<file path="config.mk">
export PLATFORM = sky130hd
export DESIGN_NAME = ivp_top
export DESIGN_NICKNAME = d
export VERILOG_FILES = /design/src/include/ivp_pkg.sv /design/src/design/ivp_top.sv
export SDC_FILE = /design/constraint.sdc
export NUM_CORES = 2
export LEC_CHECK = 0
export ABC_AREA = 1
export BUFFER_PORTS_ARGS = -buffer_cell sky130_fd_sc_hd__buf_2
export CAP_MARGIN = 25
export CORE_UTILIZATION = 30
export DETAILED_ROUTE_END_ITERATION = 8
export HOLD_SLACK_MARGIN = 0.08
export SYNTH_ARGS = -nofsm -noshare
export SYNTH_HDL_FRONTEND = slang
export SYNTH_SLANG_ARGS = --single-unit
</file>
<file path="constraint.sdc">
create_clock -name i_clk -period 52.4 [get_ports i_clk]
set_input_delay 7.86 -clock i_clk [delete_from_list [all_inputs] [get_ports i_clk]]
set_output_delay 7.86 -clock i_clk [all_outputs]
set_load 0.02 [all_outputs]
</file>
<file path="src/include/ivp_pkg.sv">
// Package: register map, field layout and carrier types of the vector priority block
package ivp_pkg;
  // ----------------------------------------------------------------
  // Register offsets
  // ----------------------------------------------------------------
  localparam logic [7:0] CORE_PRIO_OFS  = 8'h00; // Core source priority
  localparam logic [7:0] PERI_PRIO_OFS  = 8'h04; // Peripheral source priority
  localparam logic [7:0] VEC_BASE_OFS   = 8'h08; // Vector base
  localparam logic [7:0] STATUS_OFS     = 8'h0C; // Sticky event status
  localparam logic [7:0] MASK_OFS       = 8'h10; // Event mask
  localparam logic [7:0] VEC_READ_OFS   = 8'h14; // Current forwarded vector
  // ----------------------------------------------------------------
  // Widths and reset values
  // ----------------------------------------------------------------
  localparam int         DW             = 24;      // Register width
  localparam int         NSRC           = 37;      // Sources, NMI last
  localparam int         SRCW           = 6;       // Source index width
  localparam logic [23:0] PRIO_RST      = 24'h000000; // All programmable sources disabled
  localparam logic [23:0] VEC_BASE_RST  = 24'h000000;
  localparam logic [1:0]  EVT_RST       = 2'h0;
  localparam logic [23:0] PERI_RW_MASK  = 24'h0003FF; // Bits 23..10 read zero
  // ----------------------------------------------------------------
  // Field positions
  // ----------------------------------------------------------------
  localparam int XFER_CHAN0_POS  = 12; // Channel n at 12 + 2n, ch5 at 23..22
  localparam int EXT_MODE_W      = 3;  // Mode field width, request a at 2..0
  localparam int HOST_PORT_POS   = 0;
  localparam int SYNC_SER0_POS   = 2;
  localparam int SYNC_SER1_POS   = 4;
  localparam int ASYNC_SER_POS   = 6;
  localparam int TIMER_POS       = 8;
  localparam int EVT_OVERRUN     = 0; // Event while already pending
  localparam int EVT_DISABLED    = 1; // Event from a disabled source
  // ----------------------------------------------------------------
  // Source groups: first index and first vector offset
  // ----------------------------------------------------------------
  localparam int SRC_EXT = 0;   localparam logic [7:0] OFS_EXT   = 8'h10;
  localparam int SRC_XFR = 4;   localparam logic [7:0] OFS_XFR   = 8'h18;
  localparam int SRC_TMR = 10;  localparam logic [7:0] OFS_TMR   = 8'h24;
  localparam int SRC_SS0 = 16;  localparam logic [7:0] OFS_SS0   = 8'h30;
  localparam int SRC_SS1 = 22;  localparam logic [7:0] OFS_SS1   = 8'h40;
  localparam int SRC_ASY = 28;  localparam logic [7:0] OFS_ASY   = 8'h50;
  localparam int SRC_HST = 33;  localparam logic [7:0] OFS_HST   = 8'h60;
  localparam int SRC_NMI = 36;  localparam logic [7:0] OFS_NMI   = 8'h0C;
  localparam logic [1:0] LVL_NMI = 2'h3; // Non-maskable level
  // ----------------------------------------------------------------
  // Carriers
  // ----------------------------------------------------------------
  typedef struct packed {
    logic            valid; // A request is forwarded
    logic [1:0]      level; // Its priority level
    logic [SRCW-1:0] src;   // Its source index
    logic [DW-1:0]   addr;  // Vector address
  } vec_req_s;
  typedef struct packed {
    logic       wr;    // Write strobe
    logic       rd;    // Read strobe
    logic [7:0] addr;  // Byte address
    logic [23:0] wdata; // Write data
  } reg_req_s;
endpackage : ivp_pkg

</file>
<file path="src/design/ivp_top.sv">
// Interrupt vector priority: register file, pending sources and level arbiter
`timescale 1ns/1ns
// How it works
// - Vector address is base plus source offset.
// - Async serial vectors at 0x50 to 0x58.
// - Host port vectors at 0x60, 0x62, 0x64.
// - Second sync serial last slot at 0x4A.
// - Free offsets never claimed by a source.
// - Level 3 unmaskable highest, level 0 lowest.
// - Core register: channel levels, request mode fields.
// - Peripheral register bits 23..10 read zero.
// - Timer level in peripheral bits 9..8.
// - Async serial level in bits 7..6.
// - Second sync serial level in bits 5..4.
// - First sync serial level in bits 3..2.
// - Host port level in bits 1..0.
// - Each channel own field, channel five top.
module ivp_top (
  input  wire logic                    i_clk,       // 100 MHz
  input  wire logic                    i_rst,       // Sync, active high
  input  wire logic                    i_reg_wr,    // Write strobe
  input  wire logic                    i_reg_rd,    // Read strobe
  input  wire logic [7:0]              i_reg_addr,  // Byte address
  input  wire logic [23:0]             i_reg_wdata, // Write data
  output logic      [23:0]             o_reg_rdata, // Read data, next cycle
  input  wire logic [ivp_pkg::NSRC-2:0] i_src_event, // Source event pulses
  input  wire logic                    i_nmi_event, // Non-maskable pulse
  input  wire logic [1:0]              i_core_mask, // Current core mask
  input  wire logic                    i_vec_ack,   // Core took the vector
  output logic                         o_vec_valid, // Request forwarded
  output logic      [1:0]              o_vec_level, // Its level
  output logic      [23:0]             o_vec_addr,  // Its vector address
  output logic                         o_irq        // Unmasked event status
);
  // ----------------------------------------------------------------
  // Helper functions
  // ----------------------------------------------------------------
  // Fixed offset of a source: group base plus two per member
  // Groups tested from the top down, two bounds each but the last;
  // anything left over keeps the non-maskable slot
  function automatic logic [7:0] src_offset(input int i);
    logic [7:0] ofs;
    ofs = ivp_pkg::OFS_NMI;
    // Host port: three members
    if (i >= ivp_pkg::SRC_HST && i < ivp_pkg::SRC_NMI)
      ofs = ivp_pkg::OFS_HST + 8'(2 * (i - ivp_pkg::SRC_HST));
    // Async serial port: five members
    else if (i >= ivp_pkg::SRC_ASY && i < ivp_pkg::SRC_HST)
      ofs = ivp_pkg::OFS_ASY + 8'(2 * (i - ivp_pkg::SRC_ASY));
    // Second sync serial port, last slot on top
    else if (i >= ivp_pkg::SRC_SS1 && i < ivp_pkg::SRC_ASY)
      ofs = ivp_pkg::OFS_SS1 + 8'(2 * (i - ivp_pkg::SRC_SS1));
    // First sync serial port
    else if (i >= ivp_pkg::SRC_SS0 && i < ivp_pkg::SRC_SS1)
      ofs = ivp_pkg::OFS_SS0 + 8'(2 * (i - ivp_pkg::SRC_SS0));
    // Timer compare and overflow pairs
    else if (i >= ivp_pkg::SRC_TMR && i < ivp_pkg::SRC_SS0)
      ofs = ivp_pkg::OFS_TMR + 8'(2 * (i - ivp_pkg::SRC_TMR));
    // Transfer channels zero to five
    else if (i >= ivp_pkg::SRC_XFR && i < ivp_pkg::SRC_TMR)
      ofs = ivp_pkg::OFS_XFR + 8'(2 * (i - ivp_pkg::SRC_XFR));
    // External requests a to d
    else if (i < ivp_pkg::SRC_XFR)
      ofs = ivp_pkg::OFS_EXT + 8'(2 * i);
    // No group reaches the free slots
    return ofs;
  endfunction : src_offset

  // Priority field of a source; zero means disabled
  // Mode fields: only the low two bits act as a level;
  // the third bit is stored and read back only
  function automatic logic [1:0] src_field(input int i, input logic [23:0] c,
                                           input logic [23:0] p);
    logic [1:0] f;
    f = 2'h0;
    // External request mode fields
    if (i < ivp_pkg::SRC_XFR)
      f = c[ivp_pkg::EXT_MODE_W*i +: 2];
    // Transfer channel pairs
    else if (i < ivp_pkg::SRC_TMR)
      f = c[ivp_pkg::XFER_CHAN0_POS + 2*(i - ivp_pkg::SRC_XFR) +: 2];
    // Timer field
    else if (i < ivp_pkg::SRC_SS0)
      f = p[ivp_pkg::TIMER_POS +: 2];
    // First sync serial field
    else if (i < ivp_pkg::SRC_SS1)
      f = p[ivp_pkg::SYNC_SER0_POS +: 2];
    // Second sync serial field
    else if (i < ivp_pkg::SRC_ASY)
      f = p[ivp_pkg::SYNC_SER1_POS +: 2];
    // Async serial field
    else if (i < ivp_pkg::SRC_HST)
      f = p[ivp_pkg::ASYNC_SER_POS +: 2];
    // Host port field
    else if (i < ivp_pkg::SRC_NMI)
      f = p[ivp_pkg::HOST_PORT_POS +: 2];
    // Non-maskable source keeps zero, enabled apart
    return f;
  endfunction : src_field

  // ----------------------------------------------------------------
  // Registers and state
  // ----------------------------------------------------------------
  // Field value n gives level n-1, so a cleared
  // field costs no extra enable bit per source
  logic [23:0]                core_source_priority;       // Core sources
  logic [23:0]                peripheral_source_priority; // Peripherals
  logic [23:0]                vector_base;                // Table base
  logic [1:0]                 evt_status;                 // Sticky events
  logic [1:0]                 evt_mask;                   // Event enables
  logic [ivp_pkg::NSRC-1:0]   pending;                    // Latched requests
  logic [ivp_pkg::NSRC-1:0]   ack_clr;                    // Cleared by ack
  logic [ivp_pkg::NSRC-1:0]   src_on;                     // Field non-zero
  logic [ivp_pkg::NSRC-1:0]   all_evt;                    // Events incl. NMI
  logic [1:0]                 evt_set;                    // New events
  ivp_pkg::reg_req_s          req;                        // Bus request
  ivp_pkg::vec_req_s          cur;                        // Forwarded vector
  ivp_pkg::vec_req_s          next_cur;                   // Arbiter result

  assign req     = '{wr: i_reg_wr, rd: i_reg_rd, addr: i_reg_addr,
                     wdata: i_reg_wdata};
  assign all_evt = {i_nmi_event, i_src_event};

  // ----------------------------------------------------------------
  // Priority register writes
  // ----------------------------------------------------------------
  // Core writes set every core source level; reset disables all programmable sources
  // Peripheral bits 23..10 never stored, so read zero
  always_ff @(posedge i_clk) begin
    if (i_rst) begin
      core_source_priority       <= ivp_pkg::PRIO_RST;
      peripheral_source_priority <= ivp_pkg::PRIO_RST;
    end else if (req.wr) begin
      if (req.addr == ivp_pkg::CORE_PRIO_OFS)
        core_source_priority <= req.wdata;
      if (req.addr == ivp_pkg::PERI_PRIO_OFS)
        peripheral_source_priority <= req.wdata & ivp_pkg::PERI_RW_MASK;
    end
  end

  // Vector base register
  always_ff @(posedge i_clk) begin
    if (i_rst) begin
      vector_base <= ivp_pkg::VEC_BASE_RST;
    end else if (req.wr && req.addr == ivp_pkg::VEC_BASE_OFS) begin
      vector_base <= req.wdata;
    end
  end

  // ----------------------------------------------------------------
  // Pending sources
  // ----------------------------------------------------------------
  // Enable map and the bit the core's acknowledge retires
  always_comb begin
    src_on  = '0;
    ack_clr = '0;
    for (int i = 0; i < ivp_pkg::NSRC; i++) begin
      src_on[i] = (i == ivp_pkg::SRC_NMI) ||
                  (src_field(i, core_source_priority,
                             peripheral_source_priority) != 2'h0);
    end
    // Only the shown source is retired by a take
    if (i_vec_ack && cur.valid)
      ack_clr[cur.src] = 1'b1;
  end

  // Events latch on enabled sources; a new event beats the ack clear
  // A source disabled while pending keeps its bit but
  // leaves arbitration until its field is set again
  always_ff @(posedge i_clk) begin
    if (i_rst) begin
      pending <= '0;
    end else begin
      pending <= (pending & ~ack_clr) | (all_evt & src_on);
    end
  end

  // ----------------------------------------------------------------
  // Arbiter
  // ----------------------------------------------------------------
  // Highest eligible level wins; lower index wins a tie
  // One pass: a later source replaces the holder only
  // on a strictly higher level, giving index order.
  // Long chain; register the pending map if tight
  always_comb begin
    logic [1:0]                lvl;
    logic [ivp_pkg::NSRC-1:0]  live;
    lvl      = 2'h0;
    live     = pending & ~ack_clr & src_on;
    next_cur = '0;
    for (int i = 0; i < ivp_pkg::NSRC; i++) begin
      // Field n means level n-1; NMI stands alone at level 3
      if (i == ivp_pkg::SRC_NMI)
        lvl = ivp_pkg::LVL_NMI;
      else
        lvl = src_field(i, core_source_priority,
                        peripheral_source_priority) - 2'h1;
      // Core mask never holds back the top level
      if (live[i] && (lvl >= i_core_mask || lvl == ivp_pkg::LVL_NMI) &&
          (!next_cur.valid || lvl > next_cur.level)) begin
        next_cur.valid = 1'b1;
        next_cur.level = lvl;
        next_cur.src   = ivp_pkg::SRCW'(i);
        next_cur.addr  = vector_base + {16'h0000, src_offset(i)};
      end
    end
  end

  // Forwarded request held in flops toward the core
  always_ff @(posedge i_clk) begin
    if (i_rst) begin
      cur <= '0;
    end else begin
      cur <= next_cur;
    end
  end

  // Outputs straight from the forwarded-vector flops
  assign o_vec_valid = cur.valid;
  assign o_vec_level = cur.level;
  assign o_vec_addr  = cur.addr;

  // ----------------------------------------------------------------
  // Event status, mask and interrupt
  // ----------------------------------------------------------------
  // Overrun: event on a pending source; disabled: event dropped
  // A repeat merges into one vector, so it is flagged
  always_comb begin
    evt_set = ivp_pkg::EVT_RST;
    evt_set[ivp_pkg::EVT_OVERRUN]  = |(all_evt & pending & ~ack_clr);
    evt_set[ivp_pkg::EVT_DISABLED] = |(all_evt & ~src_on);
  end

  // Write one clears; a same-cycle set wins
  always_ff @(posedge i_clk) begin
    if (i_rst) begin
      evt_status <= ivp_pkg::EVT_RST;
    end else if (req.wr && req.addr == ivp_pkg::STATUS_OFS) begin
      // Clear written ones, then add new sets
      evt_status <= (evt_status & ~req.wdata[1:0]) | evt_set;
    end else begin
      // No clear: sets only
      evt_status <= evt_status | evt_set;
    end
  end

  // Mask register
  // Mask bits line up with the status bits
  always_ff @(posedge i_clk) begin
    if (i_rst) begin
      evt_mask <= ivp_pkg::EVT_RST;
    end else if (req.wr && req.addr == ivp_pkg::MASK_OFS) begin
      evt_mask <= req.wdata[1:0];
    end
  end

  // Registered level interrupt, one cycle behind the status
  // The lag keeps o_irq a plain flop output
  always_ff @(posedge i_clk) begin
    if (i_rst) begin
      o_irq <= 1'b0;
    end else begin
      o_irq <= |(evt_status & evt_mask);
    end
  end

  // ----------------------------------------------------------------
  // Read port
  // ----------------------------------------------------------------
  // Data stand only in the cycle after the strobe; unmapped reads zero
  // Zero between reads lets several slaves be or-ed
  always_ff @(posedge i_clk) begin
    if (i_rst) begin
      o_reg_rdata <= 24'h000000;
    end else if (req.rd) begin
      unique case (req.addr)
        ivp_pkg::CORE_PRIO_OFS: o_reg_rdata <= core_source_priority;
        ivp_pkg::PERI_PRIO_OFS: o_reg_rdata <= peripheral_source_priority;
        ivp_pkg::VEC_BASE_OFS:  o_reg_rdata <= vector_base;
        ivp_pkg::STATUS_OFS:    o_reg_rdata <= {22'h000000, evt_status};
        ivp_pkg::MASK_OFS:      o_reg_rdata <= {22'h000000, evt_mask};
        ivp_pkg::VEC_READ_OFS:  o_reg_rdata <= cur.addr;
        default:                o_reg_rdata <= 24'h000000;
      endcase
    end else begin
      o_reg_rdata <= 24'h000000;
    end
  end

  // ----------------------------------------------------------------
  // Assertions
  // ----------------------------------------------------------------
  logic [7:0] cur_ofs; // Offset part of the forwarded address
  assign cur_ofs = 8'(cur.addr - vector_base);
endmodule : ivp_top

</file>
[Word-level counts from Yosys, hierarchy flattened]
Cells that the tools add are included.
Word-level totals
  logic and storage cells: 420
  flip-flop bits (word level): 157
  output and inout port bits: 52
  input port bits: 76
Cells by class
  order comparisons: 53
  reduce and logical (&&, ||, !) cells: 188
  bitwise gates (word level): 15
  eq/ne operators: 20
  muxes and demuxes: 78
  add/sub/neg operators: 52
Operators with widths (number)
  $mux 33: 37
  $add 24x8->24: 36
  $mux 8: 36
  $and 37x37->37: 6
  $pmux 24 s6: 1
  $logic_and 1x1->1: 77
  $not 37->37: 2
  $reduce_or 37->1: 2
  $gt 2x2->1: 35
  $logic_or 1x1->1: 51
  $mux 37: 1
  $or 37x37->37: 1
  $logic_not 1->1: 36
  $eq 2x2->1 const B: 15
  $ge 2x2->1: 15
  $reduce_bool 2->1: 15
  $sub 2x1->2 const B: 15
  $add 24x4->24 const B: 1
  $eq 8x4->1 const B: 2
  $eq 8x5->1 const B: 2
  $eq 8x3->1 const B: 1
  $logic_not 8->1: 1
  $lt 6x7->1 const B: 1
  $demux 1 s6: 1
  other kinds (11): 16

[Longest topological paths before layout]
  word-level depth: 226
  gate-level depth with buffers: 310

[Least setup slack after synthesis]
No wires, ideal clock.
  kind: input to register
  start: input port i_core_mask[1]
  end: register cur, in the netlist o_vec_addr[19]
  data arrival time: 45.270 ns
  library setup time: 0.113 ns
  buffers on the path: 17
  stages: 277
  setup slack: 7.017 ns
  required time: 52.287 ns
  cells stage by stage: inv_1 -> ha_1 -> nand2_1 -> nand3_1 -> nand2_1 -> inv_1 -> nand3_2 -> nor2_1 -> inv_1 -> ha_1 -> inv_1 -> nor2_1 -> o21ai_0 -> nand4_1 -> nand2_1 -> nand2_1 -> o21ai_0 -> ha_1 -> (+241 left out) -> clkbuf_1 -> o21ai_0 -> ha_1 -> inv_1 -> nor2_1 -> o21ai_0 -> nand2_1 -> nand2_1 -> nand2_1 -> inv_1 -> nand3_1 -> nand2_1 -> inv_2 -> nand2_4 -> nand2_8 -> buf_6 -> nor2_1 -> nor2_1
Between the ends
  word-level cells in the longest chain between the ends: 148
Ends and longest elaborated chain
  from (decl): RTL line ivp_top.sv:28  | input wire logic [1:0] i_core_mask,
  $ge 2x2->1: RTL line ivp_top.sv:199  | if (live[i] && (lvl >= i_core_mask || lvl == ivp_pkg::LVL_NMI) &&
  $logic_or 1x1->1: RTL line ivp_top.sv:199
  $logic_and 1x1->1: RTL line ivp_top.sv:199
  $mux 33: RTL line ivp_top.sv:199
  $gt 2x2->1 / $logic_not 1->1 (equally long branches): RTL line ivp_top.sv:200  | (!next_cur.valid || lvl > next_cur.level)) begin
  $logic_or 1x1->1: RTL line ivp_top.sv:200
  $logic_and 1x1->1: RTL line ivp_top.sv:199
  $mux 33: RTL line ivp_top.sv:199
  (+132 left out)
  $gt 2x2->1 / $logic_not 1->1 (equally long branches): RTL line ivp_top.sv:200
  $logic_or 1x1->1: RTL line ivp_top.sv:200
  $logic_and 1x1->1: RTL line ivp_top.sv:199
  $mux 33 (*): RTL line ivp_top.sv:199
  $gt 2x2->1 / $logic_not 1->1 (equally long branches): RTL line ivp_top.sv:200
  $logic_or 1x1->1: RTL line ivp_top.sv:200
  $logic_and 1x1->1: RTL line ivp_top.sv:199
  $mux 33 (*): RTL line ivp_top.sv:199
  to (signal assigned): RTL line ivp_top.sv:214  | cur <= next_cur;
  to (decl): RTL line ivp_top.sv:117  | ivp_pkg::vec_req_s cur;
Mark *: on every way between the ends. The rest lies on a longest branch, timed or not.
A chain may end at the register's enable or synchronous reset.

[Final worst setup path]
  start: input port i_core_mask[1]
  end: register cur, in the netlist o_vec_addr[6]
The elaborated chain is that of the path after synthesis.

==> run_results.csv <==
group,metric,value,unit
run_status,status,"finished, final reports clean",
clocking,ctsRootBufferMaster,"clkbuf_16",
routing,drt-total-wl,151.0,mm
synth,synthXorXnorAreaFrac,0.1647,
synth,yosysTopAreaCell,"xor2_1",
placed_design,gp_congestion,1.066,
clocking,insertion_delay,0.45,ns
critical_path,path_class,"primary input to register",
global_routing,grt_use_total,0.3013,
synth,avgSynthCellArea,5.821,sq um
critical_path,crit_path_start_kind,"primary input",
global_routing,antenna_found_initial,3,
synth,synthAdderAreaFrac,0.05136,
power,power_leakage,12.19,nW
critical_path,cp.arrival,49.34,ns
floorplan,start_util,0.3043,
power,switchingPower,0.07661,mW
synth,ys_async_sr_fraction,0,
synth,synth_cell_types,57,
routing,viasPerCell,5.906,
placed_design,portBuffers,127,
timing,skew,0.01168,ns
synth,ys_seq_area_frac,0.1122,
timing,drv_slew,0,
power,p_clk_frac,0.487,
timing,hold_viol,0,
synth,netlist_area,28020,sq um
routing,dr.pass1.iters,7,
timing,tightest_slew,1.195,ns
placed_design,pre_cts_ws,-1.557,ns
min_path,hold_class,"register to register",
global_routing,grt_pass1_vias,31906,
timing,finalCritPeriodShare,0.9345,
synth,synthTopCellsByArea,"xor2_1 (16%), nand2_1 (13%), dfxtp_1 (11%), o21ai_0 (11%), nor2_1 (7.5%)",
routing,drtAntennaViolNets,0,
finish,n_antenna_cell,0,
timing,fin_ws,3.433,ns
synth,netlist_instances,4813,
floorplan,core,92080,sq um
critical_path,worstPathRequired,52.77,ns
synth,ys_ff_latch,157,
synth,synth_edf_count,0,
routing,drcViolationCount,0,
clocking,clk_pin_slew_worst_paths,0.07,ns
power,internal_power,0.2085,mW
power,cellPowerDensity,9.310,nW/um^2
timing,fmax,20.42,MHz
timing,holdWs,0.4810,ns
floorplan,die_area,94610,sq um
synth,ys_warn_count,0,
power,p_comb_frac,0.083,
critical_path,worstPathMaxFanout,44,
power,power_frac_seq,0.430,
synth,yosys.area_share.simple,0.2780,
clocking,cts_tree,"yes",
critical_path,cp-end-kind,"register",
finish,fin_nets,4933,
power,power,0.2851,mW
critical_path,crit_path_max_incr_delay,0.37,ns
critical_path,crit_top_cell,"nand2_1",
timing,setup-violations-final,0,
floorplan,num_rows,111,
power,peakVddDrop,14.14,uV
clocking,cts_sinks,157,
timing,finalCriticalPeriod,48.97,ns
timing,relSlewSlack,0.1932,
global_routing,grt_max_degree,85,
timing,setup-tns-final,0,ns
floorplan,boundaryPins,128,
synth,synthMuxAreaShare,0,
floorplan,die_x,307.6,microns
synth,syn_nets,5004,
global_routing,overflow,0,
global_routing,grt_pass1_wl,214.8,mm
routing,initialDrtViolationCount,5510,
job,cap_violations,0,
routing,wl_per_cell,25.18,microns
placed_design,hpwl,107.5,mm
synth,synth_top_cell_area_share,0.1632,
synth,synth-compound-area-share,0.2781,
clocking,cts_buffers,17,
finish,drive_gt1_frac,0.09127,
synth,synth_flop_cell,"dfxtp_1",
finish,syn_to_final_growth,9.293,%
routing,via_count,35423,
clocking,cts_max_path_buffers,2,
clocking,htreeDepth,4,
floorplan,die_height,307.6,microns
critical_path,crit_slowest_cell,"o32a_1",
synth,synth_top_family_by_area,"compound AO/OA/AOI/OAI gates",
power,switching_share,0.2687,
==> metrics by stage <==
| step | cells | area (sq um) | utilization |
|---|---|---|---|
| after floorplan | 4813 | 28020 | - |
| after global placement | 5953 | 29570 | 0.3212 |
| after detailed placement | 5953 | 29570 | 0.3212 |
| after CTS | 5985 | 30240 | 0.3284 |
| after global routing | 5998 | 30620 | 0.3325 |
| final | 5998 | 30620 | 0.3325 |
==> area by class of cell <==
class	count	area, sq um
clock inverter	14	206.4
sequential	157	3147
inverter	425	1608
clock buffer	18	429.2
timing repair buffer	265	1807
multi-input combinational	3876	21870
tap	1243	1555
fill	10342	61460
==> registers in the layout, summed over array words and instances, names as in the netlist <==
register / flops
evt_mask: 2
core_source_priority: 24
o_vec_valid: 1
vector_base: 24
o_vec_addr: 24
pending: 37
o_reg_rdata: 24
o_vec_level: 2
evt_status: 2
cur: 6
o_irq: 1
peripheral_source_priority: 10
==> cells by family (layout without fill, tap and decap cells) <==
family	after synthesis	after routing
buf+inv	785	722
fa+ha+maj	115	115
compound gates	1337	1337
xor+xnor	527	527
simple gates	1892	1897
flops	157	157
==> power groups by stage <==
stage | Clock (mW) | Sequential [mW] | Combinational [mW]
global route | 0.144 | 0.123 | 0.0254
floorplan | 0 | 0.124 | 0.0138
CTS | 0.140 | 0.122 | 0.0228
detailed placement | 0 | 0.125 | 0.0227
finish | 0.139 | 0.123 | 0.0236
global placement | 0 | 0.125 | 0.0225
==> repair_timing <==
item / CTS / global route
setup buffers: 0 / 5
resized for setup: 6 / 80
gates cloned: 0 / 7
pin swaps: 0 / 3
hold buffers: 0 / 0
setup endpoints to repair: 31 / 31
==> cells in the final DEF, fill, tap and decap left out, types with 35 or more instances in the layout <==
master      n
o21ai_0   570
nand2_2    44
xor2_1    522
nand3_1   206
a21oi_1   295
nor2_1    556
o21ai_1    35
o211ai_1  215
o22ai_1    61
nor3_1     81
buf_4     119
buf_2     127
nand2_1   929
dfxtp_1   154
inv_1     367
ha_1      115
==> routing by layer <==
layer,track usage,vias up,share of wire
met5,0,-,0.000073
met4,0.1649,2,0.063
met3,0.06524,548,0.13
met2,0.4471,2644,0.41
met1,0.4022,16294,0.40
li1,-,15935,-
==> synth_stat cells (4+ instances only) <==
cell type / count
o2111ai_1: 7
o31ai_1: 14
o21ai_1: 24
xnor2_1: 5
inv_2: 25
a31oi_1: 22
buf_1: 36
o32ai_1: 7
a31o_2: 4
o221ai_1: 34
inv_1: 370
nor3_1: 84
nand2_1: 934
a211oi_1: 13
a221oi_1: 12
o32a_1: 5
dfxtp_1: 157
ha_1: 115
clkinv_1: 28
clkbuf_1: 232
xor2_1: 522
o211ai_1: 215
a21oi_1: 295
nor4_1: 16
or2_2: 13
nand2_2: 49
o21ai_0: 589
nand3_1: 206
o22ai_1: 61
buf_4: 52
nor2_1: 559
nand4_1: 7
nand3_2: 6
and2_1: 5
buf_2: 33
o311ai_0: 23
==> worst max-delay path: cells and delay by family <==
family	cells	cell delay, ns
and+or+nand+nor	150	15.90
adders and majority gates	36	10.34
AOI/OAI and AO/OA	63	9.46
buffers and inverters	46	5.67
==> final timing paths <==
kind / depth (start not counted) / startpoint / end / slack [ns]
max reg2reg: 296 / core_source_priority[0]$_SDFFE_PP0P_ / o_vec_addr[6]$_SDFF_PP0_ / 10.02
min: 2 / evt_status[1]$_SDFF_PP0_ / o_irq$_SDFF_PP0_ / 0.48
min reg2reg: 2 / evt_status[1]$_SDFF_PP0_ / o_irq$_SDFF_PP0_ / 0.48
max: 295 / i_core_mask[1] / o_vec_addr[6]$_SDFF_PP0_ / 3.43
No activity file was read; power rests on OpenSTA's default activity.
